`src/fcd_pkg.sv`:
```
/*
  package of the flash command host: command codes, unlock addresses,
  sector addresses and bus cycle timing.
  assumes a 25 MHz clock and a flash device with asynchronous write cycles.
*/
package fcd_pkg;
  // clock rate and bus cycle timing
  localparam int unsigned CLOCK_HZ      = 25000000;
  localparam int unsigned SETUP_NS      = 80;   // address setup before we low
  localparam int unsigned PULSE_NS      = 120;  // we low width
  localparam int unsigned HOLD_NS       = 80;   // data hold after we high
  localparam int unsigned SETUP_CYC     = (SETUP_NS * (CLOCK_HZ / 1000000) + 999) / 1000;
  localparam int unsigned PULSE_CYC     = (PULSE_NS * (CLOCK_HZ / 1000000) + 999) / 1000;
  localparam int unsigned HOLD_CYC      = (HOLD_NS * (CLOCK_HZ / 1000000) + 999) / 1000;
  localparam int unsigned CNT_W         = 4;

  // command codes on the low data byte
  localparam logic [7:0] CODE_UNLOCK1   = 8'haa;
  localparam logic [7:0] CODE_UNLOCK2   = 8'h55;
  localparam logic [7:0] CODE_PROGRAM   = 8'ha0;
  localparam logic [7:0] CODE_ERASE     = 8'h80;
  localparam logic [7:0] CODE_CHIP      = 8'h10;
  localparam logic [7:0] CODE_SECTOR    = 8'h30;
  localparam logic [7:0] CODE_LOCKOUT   = 8'h40;
  localparam logic [7:0] CODE_ID_ENTRY  = 8'h90;
  localparam logic [7:0] CODE_ID_EXIT   = 8'hf0;

  // command addresses, standard and alternate pin arrangements
  localparam logic [15:0] STD_ADDR1     = 16'h5555;
  localparam logic [15:0] STD_ADDR2     = 16'h2aaa;
  localparam logic [15:0] STD_ADDR4     = 16'h5555;
  localparam logic [15:0] ALT_ADDR1     = 16'ha555;
  localparam logic [15:0] ALT_ADDR2     = 16'h5aaa;
  localparam logic [15:0] ALT_ADDR4     = 16'h2555;

  // sector select address bits 19:12, per arrangement and boot variant
  localparam logic [7:0] SEC_STD_BOT [4] = '{8'h01, 8'h02, 8'h03, 8'h7f};
  localparam logic [7:0] SEC_STD_TOP [4] = '{8'h7f, 8'h7d, 8'h7c, 8'h7b};
  localparam logic [7:0] SEC_ALT_BOT [4] = '{8'h02, 8'h04, 8'h06, 8'hfe};
  localparam logic [7:0] SEC_ALT_TOP [4] = '{8'hfe, 8'hfa, 8'h78, 8'h76};

  // boot block bounds
  localparam logic [19:0] BOOT_BYTE_BOT_HI = 20'h03fff;
  localparam logic [19:0] BOOT_WORD_BOT_HI = 20'h01fff;
  localparam logic [19:0] BOOT_WORD_TOP_LO = 20'h7e000;
  localparam logic [19:0] BOOT_WORD_TOP_HI = 20'h7ffff;
  localparam logic [19:0] LOCK_STATE_OFS   = 20'h00002;
  localparam logic [19:0] LOCK_STATE_TOP   = 20'h7e002;

  // host commands
  typedef enum logic [2:0]
  {
    FCD_OP_PROGRAM = 3'h0,
    FCD_OP_CHIP    = 3'h1,
    FCD_OP_SECTOR  = 3'h2,
    FCD_OP_LOCKOUT = 3'h3,
    FCD_OP_ID_IN   = 3'h4,
    FCD_OP_ID_OUT3 = 3'h5,
    FCD_OP_ID_OUT1 = 3'h6
  } fcd_op_type;
endpackage

```
`src/fcd_cycle_if.sv`:
```
/*
  interface between the sequencer and the single write cycle engine.
  assumes one clock; start is a one-cycle pulse taken only while idle.
*/
`timescale 1ns/1ps
interface fcd_cycle_if;
  logic        start;  // one write cycle request
  logic [19:0] addr;   // cycle address
  logic [15:0] data;   // cycle data
  logic        done;   // pulse after we rises and hold ends
  logic        idle;   // engine free

  modport seq (output start, output addr, output data, input done, input idle);
  modport eng (input start, input addr, input data, output done, output idle);
endinterface

```
`src/fcd_host.sv`:
```
/*
  flash command host: turns one command request into the unlock and command
  write cycle sequence of the flash, in standard or alternate pin arrangement.
  assumes the flash sits on the flash_* pins and that reads (status polling,
  identification) are done by other logic while busy is low.
*/
// Notes on behaviour
// - multi-cycle commands open with AA/5555, 55/2AAA
// - program: unlock, A0/5555, then address and data
// - chip erase: unlock, 80, unlock, 10/5555
// - sector erase ends with 30 at sector
// - lockout ends with 40 at 5555
// - id entry: unlock then 90/5555
// - id exit: three-cycle or single F0 write
// - alternate arrangement uses A555, 5AAA, 2555
`timescale 1ns/1ps
module fcd_host
  import fcd_pkg::*;
(
  input  wire logic        clock,
  input  wire logic        rstn,
  input  wire logic        cmd_valid,     // command request
  output logic             cmd_ready,     // sequencer free
  input  wire fcd_op_type  cmd_op,        // which command
  input  wire logic [19:0] cmd_addr,      // program target
  input  wire logic [15:0] cmd_data,      // program data
  input  wire logic [1:0]  cmd_sector,    // 0 boot, 1 param1, 2 param2, 3 main
  input  wire logic        alt_pins,      // alternate pin arrangement
  input  wire logic        top_boot,      // top-boot variant
  output logic             cmd_done,      // pulse after last write cycle
  output logic             busy,          // sequence running
  output logic [19:0]      boot_lo,       // boot block lowest address
  output logic [19:0]      boot_hi,       // boot block highest address
  output logic [19:0]      lock_state_addr, // read here in id mode, bit 0
  input  wire logic        byte_mode,     // byte organised part
  output logic [19:0]      flash_addr,
  output logic [15:0]      flash_data_out,
  output logic             flash_data_oe,
  output logic             flash_we_n,
  output logic             flash_ce_n
);
  typedef enum logic [2:0]
  {
    FCD_S_IDLE = 3'b001,
    FCD_S_ISSUE = 3'b010,
    FCD_S_WAIT = 3'b100
  } fcd_s_type;

  fcd_cycle_if cyc ();

  fcd_s_type    st_q, st_d;       // sequencer phase
  fcd_op_type   op_q, op_d;       // latched command
  logic [2:0]   idx_q, idx_d;     // cycle index within sequence
  logic [19:0]  tgt_q, tgt_d;     // latched program address
  logic [15:0]  dat_q, dat_d;     // latched program data
  logic [1:0]   sec_q, sec_d;     // latched sector
  logic         alt_q, alt_d;     // latched arrangement
  logic         top_q, top_d;     // latched variant
  logic         done_q, done_d;   // completion pulse
  logic [2:0]   last_idx;         // final index of current sequence
  logic [19:0]  c_addr;           // address of current cycle
  logic [15:0]  c_data;           // data of current cycle
  logic [15:0]  a1, a2, a4;       // command addresses for arrangement
  logic [7:0]   sec_hi;           // sector select address bits 19:12

  // command addresses; upper bits and byte lsb left zero as don't-care
  always_comb
  begin
    a1 = alt_q ? ALT_ADDR1 : STD_ADDR1;
    a2 = alt_q ? ALT_ADDR2 : STD_ADDR2;
    a4 = alt_q ? ALT_ADDR4 : STD_ADDR4;
  end

  // sector select address from arrangement and boot variant
  always_comb
  begin
    unique case ({alt_q, top_q})
      2'b00: sec_hi = SEC_STD_BOT[sec_q];
      2'b01: sec_hi = SEC_STD_TOP[sec_q];
      2'b10: sec_hi = SEC_ALT_BOT[sec_q];
      2'b11: sec_hi = SEC_ALT_TOP[sec_q];
    endcase
  end

  // boot block bounds shown to the user for software lockout checks
  always_comb
  begin
    boot_lo         = '0;
    boot_hi         = byte_mode ? BOOT_BYTE_BOT_HI : BOOT_WORD_BOT_HI;
    lock_state_addr = LOCK_STATE_OFS;
    if (top_boot)
    begin
      boot_lo         = BOOT_WORD_TOP_LO;
      boot_hi         = BOOT_WORD_TOP_HI;
      lock_state_addr = LOCK_STATE_TOP;
    end
  end

  // sequence length per command
  always_comb
  begin
    unique case (op_q)
      FCD_OP_PROGRAM: last_idx = 3'd3;
      FCD_OP_ID_IN:   last_idx = 3'd2;
      FCD_OP_ID_OUT3: last_idx = 3'd2;
      FCD_OP_ID_OUT1: last_idx = 3'd0;
      default:        last_idx = 3'd5;
    endcase
  end

  // address and data of each cycle; upper data byte sent as zero except in the program data cycle
  always_comb
  begin
    c_addr = '0;
    c_data = '0;
    if (op_q == FCD_OP_ID_OUT1)
    begin
      c_data = {8'h00, CODE_ID_EXIT};
    end
    else
    begin
      unique case (idx_q)
        3'd0:
        begin
          c_addr = {4'h0, a1};
          c_data = {8'h00, CODE_UNLOCK1};
        end
        3'd1, 3'd4:
        begin
          c_addr = {4'h0, a2};
          c_data = {8'h00, CODE_UNLOCK2};
        end
        3'd2:
        begin
          c_addr = {4'h0, a1};
          unique case (op_q)
            FCD_OP_PROGRAM: c_data = {8'h00, CODE_PROGRAM};
            FCD_OP_ID_IN:   c_data = {8'h00, CODE_ID_ENTRY};
            FCD_OP_ID_OUT3: c_data = {8'h00, CODE_ID_EXIT};
            default:        c_data = {8'h00, CODE_ERASE};
          endcase
        end
        3'd3:
        begin
          if (op_q == FCD_OP_PROGRAM)
          begin
            c_addr = tgt_q;
            c_data = dat_q;
          end
          else
          begin
            c_addr = {4'h0, a4};
            c_data = {8'h00, CODE_UNLOCK1};
          end
        end
        default:
        begin
          c_addr = {4'h0, a1};
          unique case (op_q)
            FCD_OP_SECTOR:
            begin
              c_addr = {sec_hi, 12'h000};
              c_data = {8'h00, CODE_SECTOR};
            end
            FCD_OP_LOCKOUT: c_data = {8'h00, CODE_LOCKOUT};
            default:        c_data = {8'h00, CODE_CHIP};
          endcase
        end
      endcase
    end
  end

  // sequencer: a whole command runs back to back, no foreign cycle between
  always_comb
  begin
    st_d   = st_q;
    op_d   = op_q;
    idx_d  = idx_q;
    tgt_d  = tgt_q;
    dat_d  = dat_q;
    sec_d  = sec_q;
    alt_d  = alt_q;
    top_d  = top_q;
    done_d = 1'b0;
    unique case (st_q)
      FCD_S_IDLE:
      begin
        if (cmd_valid)
        begin
          op_d  = cmd_op;
          tgt_d = cmd_addr;
          dat_d = cmd_data;
          sec_d = cmd_sector;
          alt_d = alt_pins;
          top_d = top_boot;
          idx_d = '0;
          st_d  = FCD_S_ISSUE;
        end
      end
      FCD_S_ISSUE:
      begin
        if (cyc.idle)
        begin
          st_d = FCD_S_WAIT;
        end
      end
      FCD_S_WAIT:
      begin
        if (cyc.done)
        begin
          if (idx_q == last_idx)
          begin
            done_d = 1'b1;
            st_d   = FCD_S_IDLE;
          end
          else
          begin
            idx_d = idx_q + 3'd1;
            st_d  = FCD_S_ISSUE;
          end
        end
      end
    endcase
  end

  // register stage
  always_ff @(posedge clock or negedge rstn)
  begin
    if (!rstn)
    begin
      st_q   <= FCD_S_IDLE;
      op_q   <= FCD_OP_PROGRAM;
      idx_q  <= '0;
      tgt_q  <= '0;
      dat_q  <= '0;
      sec_q  <= '0;
      alt_q  <= 1'b0;
      top_q  <= 1'b0;
      done_q <= 1'b0;
    end
    else
    begin
      st_q   <= st_d;
      op_q   <= op_d;
      idx_q  <= idx_d;
      tgt_q  <= tgt_d;
      dat_q  <= dat_d;
      sec_q  <= sec_d;
      alt_q  <= alt_d;
      top_q  <= top_d;
      done_q <= done_d;
    end
  end

  assign cyc.start = (st_q == FCD_S_ISSUE) && cyc.idle;
  assign cyc.addr  = c_addr;
  assign cyc.data  = c_data;
  assign cmd_ready = (st_q == FCD_S_IDLE);
  assign busy      = (st_q != FCD_S_IDLE);
  assign cmd_done  = done_q;

  // write strobe timing, one cycle at a time
  fcd_write_cycle u_cycle
  (
    .clock          (clock),
    .rstn           (rstn),
    .cyc            (cyc),
    .flash_addr     (flash_addr),
    .flash_data_out (flash_data_out),
    .flash_data_oe  (flash_data_oe),
    .flash_we_n     (flash_we_n),
    .flash_ce_n     (flash_ce_n)
  );
endmodule

```
`src/fcd_write_cycle.sv`:
```
/*
  one asynchronous flash write cycle: address and data out, we low, we high.
  assumes the sequencer holds addr and data steady while the cycle runs.
*/
`timescale 1ns/1ps
module fcd_write_cycle
  import fcd_pkg::*;
(
  input  wire logic  clock,
  input  wire logic  rstn,
  fcd_cycle_if.eng   cyc,
  output logic [19:0] flash_addr,
  output logic [15:0] flash_data_out,
  output logic        flash_data_oe,
  output logic        flash_we_n,
  output logic        flash_ce_n
);
  typedef enum logic [3:0]
  {
    FCD_W_IDLE  = 4'b0001,
    FCD_W_SETUP = 4'b0010,
    FCD_W_PULSE = 4'b0100,
    FCD_W_HOLD  = 4'b1000
  } fcd_w_type;

  fcd_w_type          st_q, st_d;       // cycle phase
  logic [CNT_W-1:0]   cnt_q, cnt_d;     // phase length counter
  logic [19:0]        addr_q, addr_d;   // pin address
  logic [15:0]        data_q, data_d;   // pin data
  logic               we_n_q, we_n_d;   // write strobe
  logic               oe_q, oe_d;       // data drive
  logic               done_q, done_d;   // end pulse

  // next phase; address settles before we falls, data held after it rises
  always_comb
  begin
    st_d   = st_q;
    cnt_d  = cnt_q;
    addr_d = addr_q;
    data_d = data_q;
    we_n_d = we_n_q;
    oe_d   = oe_q;
    done_d = 1'b0;
    unique case (st_q)
      FCD_W_IDLE:
      begin
        if (cyc.start)
        begin
          addr_d = cyc.addr;
          data_d = cyc.data;
          oe_d   = 1'b1;
          cnt_d  = CNT_W'(SETUP_CYC);
          st_d   = FCD_W_SETUP;
        end
      end
      FCD_W_SETUP:
      begin
        cnt_d = cnt_q - 1'b1;
        if (cnt_q == CNT_W'(1))
        begin
          we_n_d = 1'b0;  // device latches address here
          cnt_d  = CNT_W'(PULSE_CYC);
          st_d   = FCD_W_PULSE;
        end
      end
      FCD_W_PULSE:
      begin
        cnt_d = cnt_q - 1'b1;
        if (cnt_q == CNT_W'(1))
        begin
          we_n_d = 1'b1;  // device latches data here
          cnt_d  = CNT_W'(HOLD_CYC);
          st_d   = FCD_W_HOLD;
        end
      end
      FCD_W_HOLD:
      begin
        cnt_d = cnt_q - 1'b1;
        if (cnt_q == CNT_W'(1))
        begin
          oe_d   = 1'b0;
          done_d = 1'b1;
          st_d   = FCD_W_IDLE;
        end
      end
    endcase
  end

  // register stage
  always_ff @(posedge clock or negedge rstn)
  begin
    if (!rstn)
    begin
      st_q   <= FCD_W_IDLE;
      cnt_q  <= '0;
      addr_q <= '0;
      data_q <= '0;
      we_n_q <= 1'b1;
      oe_q   <= 1'b0;
      done_q <= 1'b0;
    end
    else
    begin
      st_q   <= st_d;
      cnt_q  <= cnt_d;
      addr_q <= addr_d;
      data_q <= data_d;
      we_n_q <= we_n_d;
      oe_q   <= oe_d;
      done_q <= done_d;
    end
  end

  assign cyc.done       = done_q;
  assign cyc.idle       = (st_q == FCD_W_IDLE) && !done_q;
  assign flash_addr     = addr_q;
  assign flash_data_out = data_q;
  assign flash_data_oe  = oe_q;
  assign flash_we_n     = we_n_q;
  assign flash_ce_n     = !oe_q;  // chip selected only around a write
endmodule

```
`config.mk`:
```
export PLATFORM = sky130hd
export DESIGN_NAME = fcd_host
export DESIGN_NICKNAME = d
export VERILOG_FILES = /design/src/fcd_pkg.sv /design/src/fcd_cycle_if.sv /design/src/fcd_host.sv /design/src/fcd_write_cycle.sv
export SDC_FILE = /design/constraint.sdc
export NUM_CORES = 1
export LEC_CHECK = 0
export ABC_CLOCK_PERIOD_IN_PS = 5100
export BUFFER_PORTS_ARGS = -buffer_cell sky130_fd_sc_hd__buf_2
export CORE_MARGIN = 10
export CORE_UTILIZATION = 50
export DETAILED_ROUTE_END_ITERATION = 7
export GPL_ROUTABILITY_DRIVEN = 0
export GPL_TIMING_DRIVEN = 0
export PLACE_DENSITY = 0.88
export SETUP_SLACK_MARGIN = 0.05
export SLEW_MARGIN = 20
export SYNTH_ARGS = -nofsm -noshare
export SYNTH_HDL_FRONTEND = slang
export SYNTH_SLANG_ARGS = --single-unit
```
`constraint.sdc`:
```
create_clock -name clock -period 5.1 [get_ports clock]
set_input_delay 0.51 -clock clock [delete_from_list [all_inputs] [get_ports clock]]
set_output_delay 0.51 -clock clock [all_outputs]
set_load 0.05 [all_outputs]
```
; ---- Word-level counts from Yosys, hierarchy flattened
; Cells that the tools add are included.
[word_totals]
output_inout_bits = 102
ff_bits = 97
[op_classes]
n_bitwise = 1
n_addsub = 2
order_cmp = 1
n_reduce_logical = 20
eq_ne = 30
muxes = 57
[op_table]
columns = cell, n
row1 = 8-bit binary-select mux with 2-bit select, 4
row2 = 8-bit 2-to-1 mux, 8
row3 = 16-bit case mux with 4 select lines, 1
row4 = 20-bit 2-to-1 mux, 3
row5 = 20-bit case mux with 3 select lines, 1
row6 = 19-bit 2-to-1 mux, 3
row7 = 16-bit 2-to-1 mux, 3
row8 = 4-bit case mux with 4 select lines, 2
row9 = 8-bit case mux with 4 select lines, 1
row10 = 15-bit 2-to-1 mux, 2
row11 = 4-bit 2-to-1 mux, 6
row12 = 7-bit case mux with 3 select lines, 1
row13 = 3-bit 2-to-1 mux, 6
row14 = 3-bit case mux with 3 select lines, 2
row15 = "3-bit by 2-bit equality test with 1-bit output, second input constant", 5
row16 = "3-bit equality test, second input constant", 5
row17 = 14-bit 2-to-1 mux, 1
row18 = 7-bit case mux with 2 select lines, 1
row19 = 3-bit AND reduction, 3
row20 = "4-bit by 1-bit equality test with 1-bit output, second input constant", 2
row21 = 1-bit 2-to-1 mux, 8
row22 = "2-bit by 1-bit != test with 1-bit output, second input constant", 4
row23 = "2-bit != test, second input constant", 4
row24 = 4-bit AND reduction, 2
row25 = other kinds (22), 33

; ---- Logic depth before layout (Yosys ltp)
; Gate-level depths: netlist (run 1).
[logic_depth]
depth_word = 8
mapped_depth = 9

; ---- By module
; A second synthesis (run 1) with hierarchy kept.
[unflattened]
cells_unflattened = 564
area_unflattened_um2 = 5507.8
[by_module_without_submodules]
columns = module, seq_area_each_um2, n_inst, area_each_um2, cells_per_inst
row1 = fcd_host, 1252.5, 1, 3430.8, 426
row2 = fcd_write_cycle, 1178.6, 1, 2077.0, 138

; ---- Least setup slack after synthesis (run 1)
; Ideal clock, no wire load.
[synth_path]
path_kind = register to register
start = register idx_q[1]
end = register u_cycle.addr_q[13], in the netlist u_cycle.flash_addr[13]
synth_period_minus_slack_ns = 2.026
path_stages_with_launch = 9
slack_ns = 3.074
path_buffers = 2
arrival_ns = 1.905
cell_sequence = dfrtp_1 -> ha_1 -> ha_1 -> clkbuf_1 -> and2_1 -> buf_6 -> a2111oi_2 -> a31oi_1 -> a32o_1
[synth_via]
elab_chain_len = 4
elab_cells_between_ends = 9
[synth_rtl]
columns = element, line
row1 = from (decl), fcd_host.sv:53  ; logic [2:0] idx_q, idx_d;
row2 = from (signal assigned), fcd_host.sv:245  ; idx_q <= idx_d;
row3 = "3-bit by 2-bit equality test with 1-bit output, or another cell as far along", fcd_host.sv:122  ; unique case (idx_q)
row4 = "2-bit OR reduction, on equally long branches", -
row5 = 20-bit case mux with 3 select lines *, fcd_host.sv:122
row6 = 20-bit 2-to-1 mux *, fcd_host.sv:116  ; if (op_q == FCD_OP_ID_OUT1)
row7 = to (signal assigned), fcd_write_cycle.sv:106  ; addr_q <= addr_d;
row8 = to (decl), fcd_write_cycle.sv:28  ; logic [19:0] addr_q, addr_d;
; Every way passes the cells marked *; elsewhere a longest branch is shown, timed or not.
; A chain may end at the register's enable or synchronous reset.

; ---- Worst setup path in the final report (run 1)
[layout_path]
start = register idx_q[1]
end = register u_cycle.addr_q[14], in the netlist u_cycle.flash_addr[14]
; Same word-level chain as after synthesis.

==> impl_metrics.ini, run 1 <==
[clocking]
h-tree-depth = 3
cts-root-buf = clkbuf_8
hold_buffers = 0
cts.sinks = 97
cts_tree = yes
cts_resized = 0
clkLatencyLatePin_ns = 0.38
clockBufferDepth = 2
path_clk_slew_ns = 0.10
post_cts_buffers = 0
cts_buffers = 9

[power]
p_leak_nw = 3.25
powerDensity_nw_per_um2 = 285
total_power_mw = 1.81
vdd_drop_max_v = 0.000203

[routing]
dr_total_vias = 4289
first_pass_iters = 5
wl_per_cell_um = 16.2
wirelength_um = 13300
via_per_inst = 5.22
detail_route.iter0.violations = 304
drc = 0
drtAntennaViolNets = 0

[worst_setup_path]
r2r_start = idx_q[1]
slowest_stage = dfrtp_1
cp_common_cell = ha_1
rrSetupSlack_ns = 2.68
required_ns = 5.37
critPathMaxStageDelay_ns = 0.49
timing.rr.end = u_cycle.flash_addr[14]
cp_max_fo = 10
setup.worst_path.start_class = register
arrival_ns = 2.69
cp-end-kind = register
reg2reg_depth = 8
crit_type = reg -> reg
path_cells = ha_1 -> ha_1 -> clkbuf_1 -> nor2_1 -> o21ai_1 -> a2111oi_0 -> a21oi_1 -> a32o_1

[yosys]
synthDominantCellAreaShare = 0.445
synth_async_sr_flop_share = 1.00
synth-seq-cells = 97
synth_edf_count = 0
yosys_warnings = 0
ys_types = 59
avgSynthCellArea_um2 = 10.1
synthCells = 523
netlist_area_um2 = 5290
yosys.area.top_type = dfrtp_1
ys_seq_area_frac = 0.460
synth-main-ff-cell = dfrtp_1
synth_area_leaders = dfrtp_1 45%, mux2_2 8.9%, buf_4 8.8%

[global_route]
grt_overflow = 0
track_usage = 0.174
grt_start_max_net_pins = 50
grt_first_pass_wirelength_um = 21200
antenna_found_initial = 1
grt_pass1_vias = 4269

[final_layout]
fill_cells = 818
final-seq-area_um2 = 2430
areaGrowthSynthToFinish_pct = 20.1
num_antenna_cells = 0
num-nets-final = 739
fin_cells = 822
final_layout_size_suffix_gt1_frac = 0.382
multi_input_area_um2 = 2330

[timing]
max_freq_mhz = 414
finalCriticalPeriod_ns = 2.42
rsz0062_at_grt = no
final-setup-viol-count = 0
relSlewSlack = 0.612
timing_hold_violations_final = 0
slew_viol_final = 0
worst_pin_slew_ns = 0.574
fin_crit_sh = 0.474
setup_tns_ns = 0
finClkSkew_ns = 0.0121

[placed_design]
portBuffers = 106
place_inst = 806
hpwl_um = 10300

[floorplan]
num_rows = 37
initial_core_util = 0.512
coreArea_um2 = 10300
fp.dieW_um = 123
die_h_um = 123
ioPinCount = 149
dieArea_um2 = 15100

[hold_path]
hp-class = in -> async

[outcome]
status = complete, no violations

[flow_run]
cap_violations = 0
==> cells in the mapped netlist, drive strengths merged, types with 4 or more instances <==
master   n
nor2b    9
dfrtp   94
ha      11
nand2b   5
a21o     4
buf     80
inv     13
o22ai    5
nor2    23
clkbuf  12
a22o     6
a32oi    5
o21ai   48
a31oi    6
mux2    42
nand2   62
a32o     6
and3     4
nor3     9
a21oi   25
a211oi   4
==> registers in the layout, summed over array words and instances (netlist names), 2 cells and up <==
register,cells
idx_q,3
u_cycle.st_q,4
u_cycle.flash_addr,20
op_q,3
dat_q,16
st_q,3
u_cycle.cnt_q,4
tgt_q,20
sec_q,2
u_cycle.flash_data_out,16
==> per-layer routing <==
layer,wire [um],part of all wire,global-route usage
met5,13,0.00098,0
met2,6600,0.50,0.297
met3,1430,0.11,0.0661
met1,5020,0.38,0.194
met4,265,0.020,0.0626
==> through the flow <==
step,worst slack (ns),hold slack [ns],utilization,area [um2]
2_1_floorplan,3.07,0.214,-,5440
3_3_place_gp,2.68,0.454,0.594,6140
3_5_place_dp,2.77,0.461,0.598,6170
5_1_grt,2.50,0.0860,0.615,6350
4_1_cts,2.72,0.0666,0.615,6350
6_report,2.68,0.0553,0.615,6350
==> critical path, delay by kind of cell (launching register included) <==
kind	cells	cell delay (ns)
and+or+nand+nor	1	0.17
AOI/OAI and AO/OA	4	1.01
adders and majority gates	2	0.42
buffers and inverters	1	0.21
DFF	1	0.49
==> final cells by class <==
| class | count | area share |
|---|---|---|
| tap | 136 | 0.0268 |
| sequential | 97 | 0.383 |
| buffer | 92 | 0.0985 |
| clock buffer | 9 | 0.0195 |
| clock inverter | 7 | 0.00867 |
| timing repair buffer | 107 | 0.0889 |
| multi-input combinational | 361 | 0.367 |
| inverter | 13 | 0.00769 |
==> layout by cell type (no fill, tap or decap), types with 4 or more instances in the layout <==
| master | synthesis | routed |
|---|---|---|
| clkbuf_1 | 12 | 12 |
| a211oi_1 | 4 | 4 |
| buf_6 | 4 | 5 |
| buf_2 | 14 | 119 |
| nand2_1 | 60 | 60 |
| ha_1 | 11 | 11 |
| clkinvlp_4 | 0 | 4 |
| a22o_1 | 6 | 6 |
| a21oi_1 | 24 | 24 |
| a32oi_1 | 5 | 5 |
| a31oi_1 | 6 | 6 |
| mux2_2 | 42 | 42 |
| nor3_1 | 8 | 8 |
| clkbuf_8 | 0 | 9 |
| nor2b_1 | 9 | 9 |
| o21ai_1 | 4 | 4 |
| nor2_1 | 22 | 22 |
| o21ai_0 | 44 | 44 |
| nand2b_1 | 5 | 5 |
| a21o_1 | 4 | 4 |
| buf_4 | 62 | 62 |
| dfrtp_1 | 94 | 94 |
| inv_1 | 12 | 12 |
| o22ai_1 | 5 | 5 |
| a32o_1 | 6 | 6 |
| and3_1 | 4 | 4 |
| conb_1 | 2 | 42 |
==> worst max-delay path by stage <==
| stage | depth (start not counted) | slack, ns | to | from |
|---|---|---|---|---|
| after CTS | 8 | 2.72 | u_cycle.flash_addr[14] | idx_q[1] |
| after global routing | 8 | 2.50 | u_cycle.flash_addr[14] | idx_q[1] |
| final | 8 | 2.68 | u_cycle.flash_addr[14] | idx_q[1] |
| after floorplan | 8 | 3.07 | u_cycle.flash_addr[13] | idx_q[1] |
| after global placement | 1 | 2.68 | op_q[0] | rstn |
| after detailed placement | 8 | 2.77 | u_cycle.flash_addr[14] | idx_q[1] |
==> power by group <==
group / internal (mW) / total (mW) / switching (mW)
clock: 0.181 / 0.465 / 0.284
combinational: 0.168 / 0.478 / 0.310
sequential: 0.823 / 0.864 / 0.0413
total: 1.17 / 1.81 / 0.636
==> logic make-up after synthesis <==
family | synth area share
flip-flops | 0.460
AO/OA/AOI/OAI | 0.152
adder cells (fa/ha/maj) | 0.0260
multiplexers | 0.0994
buffers and inverters | 0.128
AND/OR/NAND/NOR | 0.134
other | 0.00142
Note: power is estimated with default switching activity, not from simulation.
==> run 2: changes to the inputs <==
--- a/config.mk
+++ b/config.mk
@@ -5,10 +5,10 @@
 export SDC_FILE = /design/constraint.sdc
 export NUM_CORES = 1
 export LEC_CHECK = 0
-export ABC_CLOCK_PERIOD_IN_PS = 5100
+export ABC_CLOCK_PERIOD_IN_PS = 1950
 export BUFFER_PORTS_ARGS = -buffer_cell sky130_fd_sc_hd__buf_2
 export CORE_MARGIN = 10
-export CORE_UTILIZATION = 50
+export CORE_UTILIZATION = 48
 export DETAILED_ROUTE_END_ITERATION = 7
 export GPL_ROUTABILITY_DRIVEN = 0
 export GPL_TIMING_DRIVEN = 0
==> constraint.sdc (replaced) <==
create_clock -name clock -period 1.95 [get_ports clock]
set_input_delay 0.195 -clock clock [delete_from_list [all_inputs] [get_ports clock]]
set_output_delay 0.195 -clock clock [all_outputs]
set_load 0.05 [all_outputs]
==> run 2 against run 1 <==
The flow now finishes with violations (setup timing). Clock-buffer cell count up 2. Clock power rose to 3.2 times the previous value. Combinational power grew to 2.8 times the previous value. Critical path type unchanged. Highest routed layer is now met4. Critical path depth fell by 1. Largest cell class is now multi-input gates.
==> impl_metrics.ini, run 2 (synthesis results as in run 1) <==
[routing]
drtAntennaViolNets = 0
dr_total_vias = 4604
wl_per_cell_um = 18.6
detail_route.iter0.violations = 395
wirelength_um = 15600
drc = 0
via_per_inst = 5.49
first_pass_iters = 5

[placed_design]
hpwl_um = 11000
pre_cts_ws_ns = -0.243
place_area_um2 = 6200
place_inst = 810
portBuffers = 106

[global_route]
antenna_found_initial = 0
grt_overflow = 0
grt_first_pass_wirelength_um = 23700
grt_pass1_vias = 4582
grt_start_max_net_pins = 84
track_usage = 0.182

[clocking]
clockBufferDepth = 2
cts_tree = yes
clkLatencyLatePin_ns = 0.38
cts_buffers = 9
cts.sinks = 97
h-tree-depth = 3
cts-root-buf = clkbuf_8
path_clk_slew_ns = 0.10

[worst_setup_path]
arrival_ns = 2.27
cp_num_buf_inv = 1
slowest_stage = dfrtp_2
path_cells = ha_4 -> ha_4 -> buf_8 -> and2_4 -> a2111oi_4 -> a31oi_1 -> a32o_1
critPathMaxStageDelay_ns = 0.50
crit_family = compound AO/OA/AOI/OAI gates
setup.worst_path.start_class = register
required_ns = 2.21
cp_common_cell = ha_4
cp_max_fo = 8
crit_type = reg -> reg
cp-end-kind = register

[power]
p_leak_nw = 3.39
vdd_drop_max_v = 0.000572
net-switching-power_mw = 1.69
power.share.combinational = 0.260
power.internal_mw = 3.40
swShare = 0.332
seq_power_share = 0.447
pwr-share-clk = 0.293
powerDensity_nw_per_um2 = 756

[final_layout]
num_antenna_cells = 0
num-nets-final = 752
fin_cells = 838
areaGrowthSynthToFinish_pct = 27.6
final_cell_mix = 110 x buf_2, 92 x dfrtp_1, 81 x buf_4
fin_area_um2 = 6740
fill_cells = 795
mostFrequentLayoutCell = buf_2
final_layout_size_suffix_gt1_frac = 0.437

[hold_path]
hp-class = in -> reg

[floorplan]
num_rows = 38
ioPinCount = 149
dieArea_um2 = 15600
fp.dieW_um = 125
coreArea_um2 = 10800
die_h_um = 125
initial_core_util = 0.490

[timing]
layout_setup_ws_ns = -0.0543
finClkSkew_ns = 0.0120
final-setup-viol-count = 1
max_freq_mhz = 499
timing.hold.ws_ns = 0.0253
fin_crit_sh = 1.03
timing_hold_violations_final = 0
slew_viol_final = 0
rsz0062_at_grt = yes
finalCriticalPeriod_ns = 2.00

[flow_run]
cap_violations = 0

[outcome]
status = complete, but fails checks
violations = setup timing
run 2: per-layer routing:
metal / GRT usage / up-vias / share of wire
li1: - / 2069 / -
met1: 0.211 / 2234 / 0.38
met2: 0.305 / 250 / 0.49
met3: 0.0583 / 51 / 0.095
met4: 0.0772 / 0 / 0.032
met5: 0 / - / 0
run 2: path summary, 6_finish.rpt:
check / from / endpoint / slack [ns] / cells after the start
max: idx_q[0] / u_cycle.flash_addr[13] / -0.05 / 7
min: cmd_valid / st_q[0] / 0.03 / 2
max reg2reg: idx_q[0] / u_cycle.flash_addr[13] / -0.05 / 7
min reg2reg: u_cycle.flash_we_n / u_cycle.flash_we_n / 0.48 / 2
max in group asynchronous: rstn / st_q[0] / 1.12 / 3
min in group asynchronous: rstn / u_cycle.cnt_q[2] / 0.19 / 2
run 2: area by class of cell:
cell class                 count  area (um2)  share of cell area
multi-input combinational    361        2500               0.371
sequential                    97        2430               0.361
inverter                      13        53.8             0.00798
buffer                        87         647              0.0960
timing repair buffer         125         702               0.104
clock inverter                 4        76.3              0.0113
tap                          140         175              0.0260
clock buffer                  11         151              0.0225
run 2: power groups by stage:
stage | clock, mW | sequential, mW | combinational [mW]
after floorplan | 0 | 2.39 | 0.857
after global placement | 0 | 2.29 | 1.19
after detailed placement | 0 | 2.30 | 1.27
after CTS | 1.50 | 2.26 | 1.29
after global routing | 1.57 | 2.29 | 1.43
final | 1.49 | 2.28 | 1.33
run 2: per-stage QoR:
stage | setup TNS, ns | util | total power [mW]
detailed placement | -3.91 | 0.575 | 3.57
global route | -0.0802 | 0.625 | 5.30
floorplan | 0 | - | 3.25
CTS | -0.0508 | 0.607 | 5.05
global placement | -17.26 | 0.571 | 3.48
finish | -0.0543 | 0.625 | 5.10
run 2: what timing repair did:
action,4_1_cts,5_1_grt
cloned,0,0
buffers inserted,8,9
hold endpoints to repair,96,0
hold buffers,1,0
resized for setup,23,39
pin swaps,5,9
endpoints found under the setup margin,75,75
==> run 3: changes to the inputs <==
--- a/config.mk
+++ b/config.mk
@@ -5,12 +5,11 @@
 export SDC_FILE = /design/constraint.sdc
 export NUM_CORES = 1
 export LEC_CHECK = 0
-export ABC_CLOCK_PERIOD_IN_PS = 1950
+export ABC_CLOCK_PERIOD_IN_PS = 2400
 export BUFFER_PORTS_ARGS = -buffer_cell sky130_fd_sc_hd__buf_2
 export CORE_MARGIN = 10
-export CORE_UTILIZATION = 48
+export CORE_UTILIZATION = 50
 export DETAILED_ROUTE_END_ITERATION = 7
-export GPL_ROUTABILITY_DRIVEN = 0
 export GPL_TIMING_DRIVEN = 0
 export PLACE_DENSITY = 0.88
 export SETUP_SLACK_MARGIN = 0.05
==> constraint.sdc (replaced) <==
create_clock -name clock -period 2.4 [get_ports clock]
set_input_delay 0.24 -clock clock [delete_from_list [all_inputs] [get_ports clock]]
set_output_delay 0.24 -clock clock [all_outputs]
set_load 0.05 [all_outputs]
==> run 3 against run 2 <==
The run now ends clean. Cell area down 5.5%. Largest cell class is now flip-flops and latches. Non-clock buffer count down 14. Maximum frequency down 8.6%. Sequential power down 19%. Via count down 6.3%. Core utilization down 0.74 points. Final cell count down 2.0%. Setup slack better by 0.26 ns. Highest routed layer is now met5. Largest power group unchanged. Clock-buffer cell count down 2. Critical path type unchanged. Total power down 24%. Wire length down 14%.
==> impl_metrics.ini, run 3 (synthesis results as in run 1) <==
[outcome]
status = complete, no violations

[clocking]
cts_buffers = 9
clkLatencyLatePin_ns = 0.39
cts-root-buf = clkbuf_8
cts.sinks = 97
path_clk_slew_ns = 0.10
h-tree-depth = 3
clockBufferDepth = 2
cts_tree = yes

[final_layout]
final_cell_mix = 118 x buf_2, 93 x dfrtp_1, 62 x buf_4
mostFrequentLayoutCell = buf_2
areaGrowthSynthToFinish_pct = 20.6
num_antenna_cells = 0
fin_cells = 821
final_layout_size_suffix_gt1_frac = 0.390
num-nets-final = 738
final_core_util = 0.617

[timing]
max_freq_mhz = 456
setup_tns_ns = 0
finClkSkew_ns = 0.0114
slew_viol_final = 0
timing_hold_violations_final = 0
worst_pin_slew_ns = 0.582
relSlewSlack = 0.606
finalCriticalPeriod_ns = 2.19
final-setup-viol-count = 0
fin_crit_sh = 0.914
rsz0062_at_grt = no

[worst_setup_path]
slowest_stage = dfrtp_1
cp-end-kind = register
path_cells = ha_1 -> ha_1 -> and2_1 -> buf_6 -> a2111oi_2 -> a31oi_1 -> a32o_1
cp_num_buf_inv = 1
required_ns = 2.68
arrival_ns = 2.47
cp_common_cell = ha_1
critPathMaxStageDelay_ns = 0.48
crit_family = compound AO/OA/AOI/OAI gates
setup.worst_path.start_class = register
cp_max_fo = 10
crit_type = reg -> reg

[power]
p_leak_nw = 3.26
vdd_drop_max_v = 0.000433
powerDensity_nw_per_um2 = 605

[global_route]
grt_first_pass_wirelength_um = 21300
grt_overflow = 0
track_usage = 0.174
antenna_found_initial = 1
grt_start_max_net_pins = 50
grt_pass1_vias = 4274

[routing]
wl_per_cell_um = 16.4
wirelength_um = 13400
drc = 0
dr_total_vias = 4314
detail_route.iter0.violations = 297
first_pass_iters = 6
drtAntennaViolNets = 0
via_per_inst = 5.25

[placed_design]
place.gp.congestion = 0.928
hpwl_um = 10300
place_inst = 806
portBuffers = 106

[floorplan]
coreArea_um2 = 10300
num_rows = 37
initial_core_util = 0.512
fp.dieW_um = 123
ioPinCount = 149
die_h_um = 123
dieArea_um2 = 15100

[flow_run]
cap_violations = 0

[hold_path]
hp-class = in -> reg
[run 3: path summary, 6_finish.rpt]
kind / from / end / slack [ns] / cells past startpoint
max reg2reg: idx_q[0] / u_cycle.flash_addr[13] / 0.21 / 7
min in group asynchronous: rstn / tgt_q[19] / 0.35 / 2
max: idx_q[0] / u_cycle.flash_addr[13] / 0.21 / 7
max in group asynchronous: rstn / tgt_q[13] / 1.46 / 3
min reg2reg: u_cycle.flash_data_out[11] / u_cycle.flash_data_out[11] / 0.48 / 2
min: cmd_valid / st_q[0] / 0.04 / 2
[run 3: final cells by class]
type                            instances  area (um2)
Buffer                                 90         621
Clock buffer                            9         124
Clock inverter                          7        55.1
Fill cell                             813        3950
Inverter                               13        48.8
Multi-Input combinational cell        361        2350
Sequential cell                        97        2430
Tap cell                              136         170
Timing Repair Buffer                  108         574
[run 3: report_power, final]
| part | switching (mW) | internal [mW] |
|---|---|---|
| clock | 0.613 | 0.385 |
| combinational | 0.662 | 0.358 |
| sequential | 0.0873 | 1.75 |
| total | 1.36 | 2.49 |
[run 3: per-layer routing]
metal  wire length, um  GRT usage
met3              1470     0.0657
met1              5050      0.195
met5                13          0
met4               313     0.0626
met2              6590      0.298
[run 3: repair_timing]
action,in CTS,in global routing
setup buffers,0,0
setup endpoints to repair,1,6
endpoints found under the hold margin,45,0
hold buffers,1,0
gates resized for setup,1,6
[run 3: metrics by stage]
step / hold WS, ns / instance area [um2] / setup slack, ns / total power [mW]
after global placement: 0.445 / 6140 / 0.123 / 2.83
after detailed placement: 0.206 / 6170 / 0.0666 / 2.88
final: 0.0444 / 6370 / 0.206 / 3.85
after global routing: 0.0567 / 6370 / 0.0784 / 4.02
after floorplan: -0.0556 / 5440 / 0.374 / 2.64
after CTS: 0.0462 / 6360 / 0.0636 / 3.85
